==> config.mk <==
export PLATFORM = sky130hd
export DESIGN_NAME = uflc_line_ctrl
export DESIGN_NICKNAME = d
export VERILOG_FILES = /design/src/uflc_pkg.sv /design/src/uflc_dir_delay.sv /design/src/uflc_suspend.sv /design/src/uflc_line_ctrl.sv
export VERILOG_INCLUDE_DIRS = /design/src
export SDC_FILE = /design/constraint.sdc
export NUM_CORES = 1
export LEC_CHECK = 0
export ABC_AREA = 0
export BUFFER_PORTS_ARGS = -buffer_cell sky130_fd_sc_hd__buf_2
export CORE_MARGIN = 2
export CORE_UTILIZATION = 45
export CTS_BUF_LIST = sky130_fd_sc_hd__clkbuf_8
export CTS_CLUSTER_DIAMETER = 80
export DETAILED_ROUTE_END_ITERATION = 6
export HOLD_SLACK_MARGIN = 0.08
export PLACE_DENSITY = 0.82
export SYNTH_ARGS = -nofsm -noshare
export SYNTH_HDL_FRONTEND = slang
export SYNTH_HIERARCHICAL = 1
export SYNTH_SLANG_ARGS = --single-unit
==> constraint.sdc <==
create_clock -name ref_clk -period 5.7 [get_ports ref_clk]
set_clock_uncertainty 0.05 [all_clocks]
set_input_delay 0.855 -clock ref_clk [delete_from_list [all_inputs] [get_ports ref_clk]]
set_output_delay 0.855 -clock ref_clk [all_outputs]
set_load 0.05 [all_outputs]
==> src/uflc_cfg.svh <==
/*
 * Constants of the flow and line control block: pin roles, mode codes,
 * bit positions, receive thresholds and timing figures.
 * Assumes a single 25 MHz clock; included by bare name.
 */
`ifndef UFLC_CFG_SVH
`define UFLC_CFG_SVH

`define UFLC_GPIO_N 6
`define UFLC_PIN_WAKE 0
`define UFLC_PIN_DSR 2
`define UFLC_PIN_DTR 3
`define UFLC_PIN_CTS 4
`define UFLC_PIN_DIR 5

`define UFLC_PMODE_RTSCTS 3'h1
`define UFLC_PMODE_DTRDSR 3'h2
`define UFLC_PMODE_485A 3'h3
`define UFLC_PMODE_485B 3'h4
`define UFLC_POL_BIT 3

`define UFLC_FMODE_HW 3'h1
`define UFLC_FMODE_SW 3'h2
`define UFLC_FMODE_MD3 3'h3
`define UFLC_FMODE_MD4 3'h4
`define UFLC_HDX_BIT 3

`define UFLC_RX_HIGH 9'h170
`define UFLC_RX_LOW 9'h100

`define UFLC_CLK_KHZ 25000
`define UFLC_SUSP_MS 3
`define UFLC_GUARD_MS 5
`define UFLC_CNT_W 17

`endif

==> src/uflc_pkg.sv <==
/*
 * Types of the flow and line control block.
 * Assumes nothing beyond a SystemVerilog compiler.
 */
package uflc_pkg;
  typedef enum logic [1:0] {
    UFLC_DIR_IDLE = 2'h0,
    UFLC_DIR_ON = 2'h1,
    UFLC_DIR_HOLD = 2'h3
  } uflc_dir_state_type;

  typedef enum logic [1:0] {
    UFLC_SUS_ACTIVE = 2'h0,
    UFLC_SUS_GUARD = 2'h1,
    UFLC_SUS_ASLEEP = 2'h3
  } uflc_sus_state_type;
endpackage : uflc_pkg

==> src/uflc_dir_delay.sv <==
/*
 * RS-485 direction hold: active while transmit work is pending, then held
 * for the programmed number of bit times.
 * Assumes bit_tick pulses once per bit time from the baud generator.
 */
`timescale 1ns/1ps
`default_nettype none
`include "uflc_cfg.svh"

module uflc_dir_delay (
  input wire logic ref_clk,
  input wire logic rst,
  input wire logic enable,
  input wire logic tx_work,
  input wire logic bit_tick,
  input wire logic [3:0] turnaround_delay,
  output logic dir_active
);
  uflc_pkg::uflc_dir_state_type state_r, state_nxt;
  logic [3:0] cnt_r, cnt_nxt;

  always_comb begin
    state_nxt = state_r;
    cnt_nxt = cnt_r;
    unique case (state_r)
      uflc_pkg::UFLC_DIR_IDLE: begin
        if (enable && tx_work) begin
          state_nxt = uflc_pkg::UFLC_DIR_ON;
        end
      end
      uflc_pkg::UFLC_DIR_ON: begin
        if (!enable) begin
          state_nxt = uflc_pkg::UFLC_DIR_IDLE;
        end else if (!tx_work) begin
          // zero delay drops right after the last stop bit
          state_nxt = (turnaround_delay == 4'h0) ? uflc_pkg::UFLC_DIR_IDLE
                                                 : uflc_pkg::UFLC_DIR_HOLD;
          cnt_nxt = turnaround_delay;
        end
      end
      uflc_pkg::UFLC_DIR_HOLD: begin
        if (!enable) begin
          state_nxt = uflc_pkg::UFLC_DIR_IDLE;
        end else if (tx_work) begin
          state_nxt = uflc_pkg::UFLC_DIR_ON;
        end else if (bit_tick) begin
          cnt_nxt = cnt_r - 4'h1;
          if (cnt_r == 4'h1) begin
            state_nxt = uflc_pkg::UFLC_DIR_IDLE;
          end
        end
      end
      default: state_nxt = uflc_pkg::UFLC_DIR_IDLE;
    endcase
  end

  always_ff @(posedge ref_clk or posedge rst) begin
    if (rst) begin
      state_r <= uflc_pkg::UFLC_DIR_IDLE;
      cnt_r <= 4'h0;
    end else begin
      state_r <= state_nxt;
      cnt_r <= cnt_nxt;
    end
  end

  assign dir_active = (state_r != uflc_pkg::UFLC_DIR_IDLE);
endmodule : uflc_dir_delay

`default_nettype wire

==> src/uflc_suspend.sv <==
/*
 * Bus idle detection into suspend, wakeup guard time, remote wakeup pulse.
 * Assumes usb_activity pulses on any bus traffic including frame starts.
 */
`timescale 1ns/1ps
`default_nettype none
`include "uflc_cfg.svh"

module uflc_suspend #(
  parameter int SUSP_CYC = `UFLC_SUSP_MS * `UFLC_CLK_KHZ,
  parameter int GUARD_CYC = `UFLC_GUARD_MS * `UFLC_CLK_KHZ
) (
  input wire logic ref_clk,
  input wire logic rst,
  input wire logic usb_activity,
  input wire logic wake_allowed,
  input wire logic wakeup_input_pin,
  output logic suspended,
  output logic wakeup_req
);
  uflc_pkg::uflc_sus_state_type state_r, state_nxt;
  logic [`UFLC_CNT_W-1:0] cnt_r, cnt_nxt;
  logic pin_prev_r, wake_r, wake_nxt;

  always_comb begin
    state_nxt = state_r;
    cnt_nxt = cnt_r + `UFLC_CNT_W'(1);
    wake_nxt = 1'b0;
    if (usb_activity) begin
      state_nxt = uflc_pkg::UFLC_SUS_ACTIVE;
      cnt_nxt = '0;
    end else begin
      unique case (state_r)
        uflc_pkg::UFLC_SUS_ACTIVE: begin
          if (cnt_r >= `UFLC_CNT_W'(SUSP_CYC - 1)) begin
            state_nxt = uflc_pkg::UFLC_SUS_GUARD;
            cnt_nxt = '0;
          end
        end
        uflc_pkg::UFLC_SUS_GUARD: begin
          if (cnt_r >= `UFLC_CNT_W'(GUARD_CYC - 1)) begin
            state_nxt = uflc_pkg::UFLC_SUS_ASLEEP;
          end
        end
        uflc_pkg::UFLC_SUS_ASLEEP: begin
          cnt_nxt = cnt_r;
          wake_nxt = wake_allowed && pin_prev_r && !wakeup_input_pin;
        end
        default: state_nxt = uflc_pkg::UFLC_SUS_ACTIVE;
      endcase
    end
  end

  always_ff @(posedge ref_clk or posedge rst) begin
    if (rst) begin
      state_r <= uflc_pkg::UFLC_SUS_ACTIVE;
      cnt_r <= '0;
      pin_prev_r <= 1'b1;
      wake_r <= 1'b0;
    end else begin
      state_r <= state_nxt;
      cnt_r <= cnt_nxt;
      pin_prev_r <= wakeup_input_pin;
      wake_r <= wake_nxt;
    end
  end

  assign suspended = (state_r != uflc_pkg::UFLC_SUS_ACTIVE);
  assign wakeup_req = wake_r;
endmodule : uflc_suspend

`default_nettype wire

==> src/uflc_line_ctrl.sv <==
/*
 * Line control of a USB UART: general-purpose pins, hardware and software
 * flow control, RS-485 direction, multidrop address match, half duplex,
 * suspend and remote wakeup.
 * Assumes an external shifter reports tx_pending/tx_busy and received
 * characters, and that configuration ports are held by the host side.
 */
`timescale 1ns/1ps
`default_nettype none
`include "uflc_cfg.svh"

// Summary of operation
// - six general pins, all inputs after reset until reprogrammed
// - pin mode 001: pin 5 is request output, pin 4 clear input
// - request drops when receive space runs low, returns when freed
// - clear input high (low-active) holds the transmitter
// - pin mode 010 with flow 001: pin 3 ready output, pin 2 ready input
// - flow mode 010 compares each received character with resume and halt
// - halt character stops transmission after the current character
// - resume character restarts transmission after a halt
// - pin modes 3 and 4 make pin 5 the RS-485 direction output
// - direction asserted before the start bit, dropped after the last stop
// - pin mode bit 3 inverts the direction output
// - direction drop delayed by 0 to 15 bit times
// - flow modes 3 and 4: resume holds unicast, halt holds multicast
// - ninth bit set marks an address; match on either address
// - matched address byte is dropped, following data bytes stored
// - unmatched address byte disables the receiver
// - mode 3 sends freely, mode 4 only after an address match
// - flow mode bit 3 ignores receive data while transmitting
// - 3 ms without bus activity starts suspend
// - falling wakeup pin while suspended requests remote wakeup
// - wakeup needs input pin, advertised support and host enable
// - no wakeup in the first 5 ms of suspend
module uflc_line_ctrl #(
  parameter int SUSP_CYC = `UFLC_SUSP_MS * `UFLC_CLK_KHZ,
  parameter int GUARD_CYC = `UFLC_GUARD_MS * `UFLC_CLK_KHZ
) (
  input wire logic ref_clk,
  input wire logic rst,
  input wire logic [3:0] pin_mode,
  input wire logic [3:0] flow_mode,
  input wire logic [5:0] gpio_dir,
  input wire logic [5:0] gpio_wr,
  input wire logic [7:0] resume_char,
  input wire logic [7:0] halt_char,
  input wire logic [3:0] turnaround_delay,
  input wire logic [5:0] gpio_in,
  output logic [5:0] gpio_out,
  output logic [5:0] gpio_oe_n,
  output logic [5:0] gpio_rd,
  input wire logic tx_pending,
  input wire logic tx_busy,
  input wire logic bit_tick,
  output logic tx_enable,
  input wire logic rx_char_valid,
  input wire logic [7:0] rx_char,
  input wire logic rx_bit9,
  input wire logic [8:0] rx_level,
  output logic rx_write,
  output logic [7:0] rx_write_data,
  output logic rx_enabled,
  output logic tx_halted,
  input wire logic usb_activity,
  input wire logic wake_attr,
  input wire logic wake_host_en,
  output logic suspended,
  output logic wakeup_req
);
  ////////////////////////////////////////////////////////////////////////////
  // mode decode

  function automatic logic char_eq(input logic [7:0] a, input logic [7:0] b);
    char_eq = (a == b);
  endfunction : char_eq

  logic hw_rtscts, hw_dtrdsr, rs485_on, pol_inv;
  logic sw_flow, md_mode, md_mode4, hdx;

  assign hw_rtscts = (pin_mode[2:0] == `UFLC_PMODE_RTSCTS);
  assign hw_dtrdsr = (pin_mode[2:0] == `UFLC_PMODE_DTRDSR)
                     && (flow_mode[2:0] == `UFLC_FMODE_HW);
  assign rs485_on = (pin_mode[2:0] == `UFLC_PMODE_485A)
                    || (pin_mode[2:0] == `UFLC_PMODE_485B);
  assign pol_inv = pin_mode[`UFLC_POL_BIT];
  assign sw_flow = (flow_mode[2:0] == `UFLC_FMODE_SW);
  assign md_mode4 = (flow_mode[2:0] == `UFLC_FMODE_MD4);
  assign md_mode = (flow_mode[2:0] == `UFLC_FMODE_MD3) || md_mode4;
  assign hdx = flow_mode[`UFLC_HDX_BIT];

  ////////////////////////////////////////////////////////////////////////////
  // receive acceptance, software flow and address matching

  logic rx_take, addr_hit;
  logic halted_r, halted_nxt;
  logic matched_r, matched_nxt;
  logic rx_en_r, rx_en_nxt;
  logic wr_r, wr_nxt;
  logic [7:0] data_r, data_nxt;

  assign rx_take = rx_char_valid && !(hdx && tx_busy);
  assign addr_hit = char_eq(rx_char, resume_char) || char_eq(rx_char, halt_char);

  always_comb begin
    halted_nxt = halted_r;
    matched_nxt = matched_r;
    rx_en_nxt = rx_en_r;
    wr_nxt = 1'b0;
    data_nxt = data_r;
    if (!sw_flow) begin
      halted_nxt = 1'b0;
    end
    if (!md_mode) begin
      matched_nxt = 1'b0;
      rx_en_nxt = 1'b1;
    end
    if (rx_take) begin
      if (md_mode && rx_bit9) begin
        matched_nxt = addr_hit;
        rx_en_nxt = addr_hit;
      end else if (sw_flow && char_eq(rx_char, halt_char)) begin
        halted_nxt = 1'b1;
      end else if (sw_flow && char_eq(rx_char, resume_char)) begin
        halted_nxt = 1'b0;
      end else if (rx_en_r || !md_mode) begin
        wr_nxt = 1'b1;
        data_nxt = rx_char;
      end
    end
  end

  always_ff @(posedge ref_clk or posedge rst) begin
    if (rst) begin
      halted_r <= 1'b0;
      matched_r <= 1'b0;
      rx_en_r <= 1'b1;
      wr_r <= 1'b0;
      data_r <= 8'h00;
    end else begin
      halted_r <= halted_nxt;
      matched_r <= matched_nxt;
      rx_en_r <= rx_en_nxt;
      wr_r <= wr_nxt;
      data_r <= data_nxt;
    end
  end

  assign rx_write = wr_r;
  assign rx_write_data = data_r;
  assign rx_enabled = rx_en_r;
  assign tx_halted = halted_r;

  ////////////////////////////////////////////////////////////////////////////
  // receive space hysteresis for the request output

  logic room_r, room_nxt;

  always_comb begin
    room_nxt = room_r;
    if (rx_level >= `UFLC_RX_HIGH) begin
      room_nxt = 1'b0;
    end else if (rx_level < `UFLC_RX_LOW) begin
      room_nxt = 1'b1;
    end
  end

  always_ff @(posedge ref_clk or posedge rst) begin
    if (rst) begin
      room_r <= 1'b1;
    end else begin
      room_r <= room_nxt;
    end
  end

  ////////////////////////////////////////////////////////////////////////////
  // transmit permission and RS-485 direction

  logic dir_active, remote_ready;

  uflc_dir_delay u_dir (
    .ref_clk(ref_clk),
    .rst(rst),
    .enable(rs485_on),
    .tx_work(tx_pending || tx_busy),
    .bit_tick(bit_tick),
    .turnaround_delay(turnaround_delay),
    .dir_active(dir_active)
  );

  // low-active ready inputs from the far end
  assign remote_ready = hw_rtscts ? !gpio_in[`UFLC_PIN_CTS]
                      : hw_dtrdsr ? !gpio_in[`UFLC_PIN_DSR] : 1'b1;

  // gates only the start of the next character
  assign tx_enable = remote_ready && !halted_r
                     && (!md_mode4 || matched_r)
                     && (!rs485_on || dir_active);

  ////////////////////////////////////////////////////////////////////////////
  // general-purpose pins

  logic [5:0] out_r, out_nxt, oe_n_r, oe_n_nxt;

  always_comb begin
    out_nxt = gpio_wr;
    oe_n_nxt = ~gpio_dir;
    if (hw_rtscts) begin
      out_nxt[`UFLC_PIN_DIR] = !room_nxt;
      oe_n_nxt[`UFLC_PIN_DIR] = 1'b0;
      oe_n_nxt[`UFLC_PIN_CTS] = 1'b1;
    end else if (rs485_on) begin
      out_nxt[`UFLC_PIN_DIR] = dir_active ^ pol_inv;
      oe_n_nxt[`UFLC_PIN_DIR] = 1'b0;
    end
    if (hw_dtrdsr) begin
      out_nxt[`UFLC_PIN_DTR] = !room_nxt;
      oe_n_nxt[`UFLC_PIN_DTR] = 1'b0;
      oe_n_nxt[`UFLC_PIN_DSR] = 1'b1;
    end
  end

  always_ff @(posedge ref_clk or posedge rst) begin
    if (rst) begin
      out_r <= 6'h00;
      oe_n_r <= 6'h3F;
    end else begin
      out_r <= out_nxt;
      oe_n_r <= oe_n_nxt;
    end
  end

  assign gpio_out = out_r;
  assign gpio_oe_n = oe_n_r;
  assign gpio_rd = gpio_in;

  ////////////////////////////////////////////////////////////////////////////
  // suspend and remote wakeup

  uflc_suspend #(
    .SUSP_CYC(SUSP_CYC),
    .GUARD_CYC(GUARD_CYC)
  ) u_sus (
    .ref_clk(ref_clk),
    .rst(rst),
    .usb_activity(usb_activity),
    .wake_allowed(oe_n_r[`UFLC_PIN_WAKE] && wake_attr && wake_host_en),
    .wakeup_input_pin(gpio_in[`UFLC_PIN_WAKE]),
    .suspended(suspended),
    .wakeup_req(wakeup_req)
  );
endmodule : uflc_line_ctrl

`default_nettype wire

Word-level counts from Yosys, hierarchy flattened
Cells that the tools add are included.

storage, ports and cells
  register bits after elaboration = 52
  bits of input ports = 73
  output and inout bits = 32
  word-level logic and storage cells = 143

cells by class
  add/sub/neg operators = 2
  order comparisons = 4
  eq/ne operators = 27
  mux-type cells = 51
  bitwise logic cells = 5
  reductions and logical operators = 40

operators with widths
  cell                     count
  $ge A17 B17 Y1 const B   2
  $mux W17                 2
  $pmux W17 S2             1
  $mux W1                  28
  $mux W2                  12
  $mux W4                  5
  $add A17 B1 Y17 const B  1
  $eq A8 B8 Y1             2
  $logic_and A1 B1 Y1      14
  $eq A3 B2 Y1 const B     4
  $pmux W2 S3              2
  $ge A9 B9 Y1 const B     1
  $logic_not A1 Y1         9
  $lt A9 B9 Y1 const B     1
  $ne A2 B2 Y1 const B     4
  $ne A4 B4 Y1 const B     2
  $pmux W4 S2              1
  $logic_or A1 B1 Y1       7
  $eq A3 B1 Y1 const B     2
  $eq A3 B3 Y1 const B     2
  $ne A2 B1 Y1 const B     3
  $ne A3 B2 Y1 const B     2
  $not A6 Y6               1
  $reduce_and A6 Y1        1
  other kinds (13)         20

Logic depth before layout (Yosys ltp)
  word-level depth = 9
  gate-level depth with buffers = 7
  depth with buffers taken out = 6

By module
Netlist, hierarchy kept.

by module, submodules not included
  module          times used  cells each  area an instance (um^2)  sequential area each (um^2)
  uflc_suspend    1           184         1602.8                   526.8
  uflc_line_ctrl  1           159         1524.0                   635.6
  uflc_dir_delay  1           44          425.4                    150.1

Worst setup path before layout
OpenSTA, ideal clock, no wires.

  path kind = in2out
  start = input port pin_mode[2]
  end = output port tx_enable
  data arrival time = 2.105 ns
  required time = 4.795 ns
  slack = 2.690 ns
  stages = 4
  path buffers = 1
  cells stage by stage = clkbuf_1 nand2b_1 o221ai_1 a21oi_1

between the ends
  cells in the longest elaborated chain, start to end = 7
  elaborated cells between the ends (all ways) = 13
  those cells by class = 4 x eq/ne; 2 x mux; 7 x reduce/logical

ends and longest elaborated chain
  element                        RTL line               source
  from (decl)                    uflc_line_ctrl.sv:41   input wire logic [3:0] pin_mode,
  $eq A3 B2 Y1 (no source line)  n/a
  $logic_and A1 B1 Y1            uflc_line_ctrl.sv:81   assign hw_dtrdsr = (pin_mode[2:0] == `UFLC_PMODE_DTRDSR)
  $mux W1                        uflc_line_ctrl.sv:192  : hw_dtrdsr ? !gpio_in[`UFLC_PIN_DSR] : 1'b1;
  $mux W1                        uflc_line_ctrl.sv:191  assign remote_ready = hw_rtscts ? !gpio_in[`UFLC_PIN_CTS]
  $logic_and A1 B1 Y1            uflc_line_ctrl.sv:195  assign tx_enable = remote_ready && !halted_r
  $logic_and A1 B1 Y1            uflc_line_ctrl.sv:196  && (!md_mode4 || matched_r)
  $logic_and A1 B1 Y1 *          uflc_line_ctrl.sv:197  && (!rs485_on || dir_active);
  to (decl)                      uflc_line_ctrl.sv:55   output logic tx_enable,

Every way passes the cells marked *; elsewhere a longest branch is shown, timed or not.

Worst setup path after layout
  start = register u_sus.state_r[1]
  end = output port suspended

between the ends
  cells in the longest elaborated chain, start to end = 1

ends and longest elaborated chain
  element                 RTL line              source
  from (decl)             uflc_suspend.sv:21    uflc_pkg::uflc_sus_state_type state_r, state_nxt;
  from (signal assigned)  uflc_suspend.sv:56    state_r <= uflc_pkg::UFLC_SUS_ACTIVE;
  from (signal assigned)  uflc_suspend.sv:61    state_r <= state_nxt;
  $reduce_bool A2 Y1      uflc_suspend.sv:68    assign suspended = (state_r != uflc_pkg::UFLC_SUS_ACTIVE);
  to (decl)               uflc_line_ctrl.sv:67  output logic suspended,

No other way between the ends.

==> impl_metrics.csv <==
group,metric,value,unit
outcome,status,"finished clean",
timing,hold_violations,0,
cts,ctsResizeCount,0,
floorplanning,core-area,7690,sq um
timing,slew_viol_final,0,
pwr,p_seq_share,47.8,%
cts,cts.sink_count,52,
cts,cts_hold_buf,0,
global_routing,grt_max_degree,26,
cts,clock_tree.buffer_depth,2,
routing,vias,3441,
cts,clk_pin_slew,0.09,ns
worst_hold_path,holdCritPathClass,"in -> async",
global_routing,antenna_found_initial,0,
worst_setup_path,required,4.80,ns
timing,maxClockFrequency,0.320,GHz
timing,setup_violations,0,
pwr,combPwrFrac,23.5,%
floorplanning,io_pins,105,
worst_setup_path,r2r_start,"u_sus/cnt_r[9]",
global_routing,grt_util_met2,38.9,%
placed_design,dpl.hpwl,6.88,mm
yosys,synthArstFlopShare,100,%
pwr,vdd.ir_drop.worst,0.000114,V
routing,vias_per_cell,6.17,
floorplanning,die_width,92.8,um
global_routing,grt.met1_usage,27.2,%
floorplanning,die_y,92.8,um
yosys,avgSynthCellArea,9.18,sq um
yosys,synthCells,387,
timing,tns,0,ns
worst_setup_path,end_kind,"output port",
cts,numCtsBuffers,5,
floorplanning,num_rows,32,
floorplanning,die_area,8620,sq um
routing,wl_per_cell,16.8,um
timing,slew_headroom,33.3,%
worst_setup_path,arrival,2.22,ns
yosys,synth_most_common_cell,"dfrtp_1",
yosys,syn_area,3550,sq um
pwr,p_switching,0.280,mW
worst_setup_path,critPathMaxFanout,19,
finish,area_growth,13.1,%
global_routing,globalRoute.busiestLayer,"met2",
finish,fillers,732,
routing,drtIter0Drc,311,
pwr,p_leak,1.81,nW
yosys,synth-seq-cells,52,
yosys,synth_cell_types,75,
cts,cts_tree,"built",
worst_setup_path,critPathKind,"reg -> out",
yosys,syn_nets,463,
routing,first_pass_iters,5,
global_routing,grt_use_total,22.5,%
flow_run,cap_violations,0,
routing,routed_wl,9.38,mm
pwr,power_frac_clock,28.6,%
cts,clock_latency,0.31,ns
routing,ant_nets,0,
cts,htree_levels,2,
placed_design,pre_cts_slack,2.81,ns
cts,cts-root-buf,"clkbuf_8",
worst_setup_path,ff2ff_path_depth,5,
yosys,yosysTopAreaCellShare,30.3,%
placed_design,placedCellCount,550,
placed_design,place_congestion,0.903,
pwr,p_int,0.593,mW
yosys,synth-edff-count,0,
finish,nets,531,
global_routing,grt_pass1_vias,3360,
floorplanning,start_util,46.2,%
finish,final_cells,558,
timing,tightest_slew,0.999,ns
global_routing,groute.layer.met3.usage,4.07,%
yosys,synth_ff_type,"dfrtp_1",
yosys,synth_commonest_cells,"43 x dfrtp_1, 25 x inv_1, 21 x a21oi_1, 21 x nor2_1, 21 x o21ai_0",
yosys,synth.top_cells.by_area,"dfrtp_1 30%, dfstp_2 6.7%, xor2_1 4.4%, mux2i_1 3.4%, a21oi_1 3.0%",
cts,post_cts_buffers,0,
worst_setup_path,critPathLaunch,"u_sus/state_r[1]",
timing,fin_crit_sh,54.9,%
yosys,yosysSeqAreaShare,36.9,%
timing,fin_crit,3.13,ns
pwr,total_power,0.873,mW
worst_setup_path,startpoint_type,"register",
yosys,yosysWarningCount,6,
finish,drive_gt1_share,29.4,%
timing,setup_ws,2.57,ns
pwr,p_sw_share,32.0,%
timing,rsz0062_at_grt,"no",
finish,insertedDiodeCount,0,
yosys,synth_top_area_cell,"dfrtp_1",
placed_design,portBuffers,94,
global_routing,gr-total-overflow,0,
global_routing,grt_pass1_wl,15.6,mm
pwr,p_per_area,217,nW/um^2
routing,drc,0,
==> worst max-delay path, stage by stage (launching register included) <==
cell and delay, ns:
dfrtp_1 0.80, clkinv_1 0.50, nand2_1 0.30, buf_2 0.31
==> area by class of cell <==
cell class / count / area, sq um / share of cell area [%]
multi-input cells: 275 / 1900 / 47.3
inverters: 27 / 101 / 2.52
clock inverters: 3 / 38.8 / 0.965
flip-flops and latches: 52 / 1310 / 32.7
clock buffers: 5 / 68.8 / 1.71
repair buffers: 94 / 470 / 11.7
well taps: 102 / 128 / 3.18
==> worst paths after layout <==
path | end | slack [ns]
setup / recovery | suspended | 2.57
hold / removal | u_dir/cnt_r[2] | 0.42
setup reg to reg | u_sus/cnt_r[5] | 3.42
hold reg to reg | u_sus/wakeup_req | 0.44
max in group asynchronous | gpio_out[4] | 4.25
min in group ref_clk | u_sus/wakeup_req | 0.44
==> registers in the layout, indices dropped and copies added (netlist names) <==
name and cells:
u_sus/state_r 2, u_dir/cnt_r 4, room_r 1, rx_write_data 8, u_dir/state_r 2, rx_write 1, u_sus/wakeup_req 1, u_sus/cnt_r 17
gpio_out 6, matched_r 1, u_sus/pin_prev_r 1, rx_enabled 1, tx_halted 1, gpio_oe_n 6
==> power groups by stage <==
stage                     combinational, mW  clock (mW)  sequential (mW)
final                                 0.206       0.250            0.418
after global routing                  0.223       0.272            0.422
after CTS                             0.206       0.256            0.417
after detailed placement              0.206           0            0.424
after global placement                0.199           0            0.423
after floorplan                      0.0971           0            0.476
==> per-stage QoR <==
stage / hold WS, ns / instance area [sq um] / util [%]
global placement: 0.416 / 3910 / 50.9
CTS: 0.421 / 4020 / 52.3
floorplan: 0.406 / 3550 / -
detailed placement: 0.422 / 3910 / 50.9
finish: 0.423 / 4020 / 52.3
global route: 0.435 / 4020 / 52.3
==> layer usage <==
metal | routed length (um) | part of all wire, %
met3 | 713 | 7.6
met2 | 4670 | 50
met5 | 0 | 0
met4 | 175 | 1.9
met1 | 3820 | 41
==> cells in the final DEF (no fill, tap or decap), drive strengths merged, types with 5 or more instances in the layout <==
master / instances
mux2i: 12
a211oi: 7
and4: 5
and2: 6
o311ai: 9
o211ai: 9
and3: 8
nor3: 13
dfstp: 9
nand4: 12
dfrtp: 43
a21oi: 23
nand2: 21
o21ai: 21
nor4: 10
a31oi: 15
nand3: 9
buf: 94
clkbuf: 5
inv: 26
nor2: 22
a311oi: 5
xor2: 18
==> cell families after synthesis <==
| group | count (synthesis) | synth area share (%) |
|---|---|---|
| AND/OR/NAND/NOR | 122 | 19.7 |
| AO/OA/AOI/OAI | 117 | 24.2 |
| buffers and inverters | 60 | 9.58 |
| flip-flops | 52 | 36.9 |
| XOR/XNOR | 21 | 5.18 |
| multiplexers | 12 | 3.38 |
| adder cells (fa/ha/maj) | 3 | 1.06 |
No activity file was read; power rests on OpenSTA's default activity.
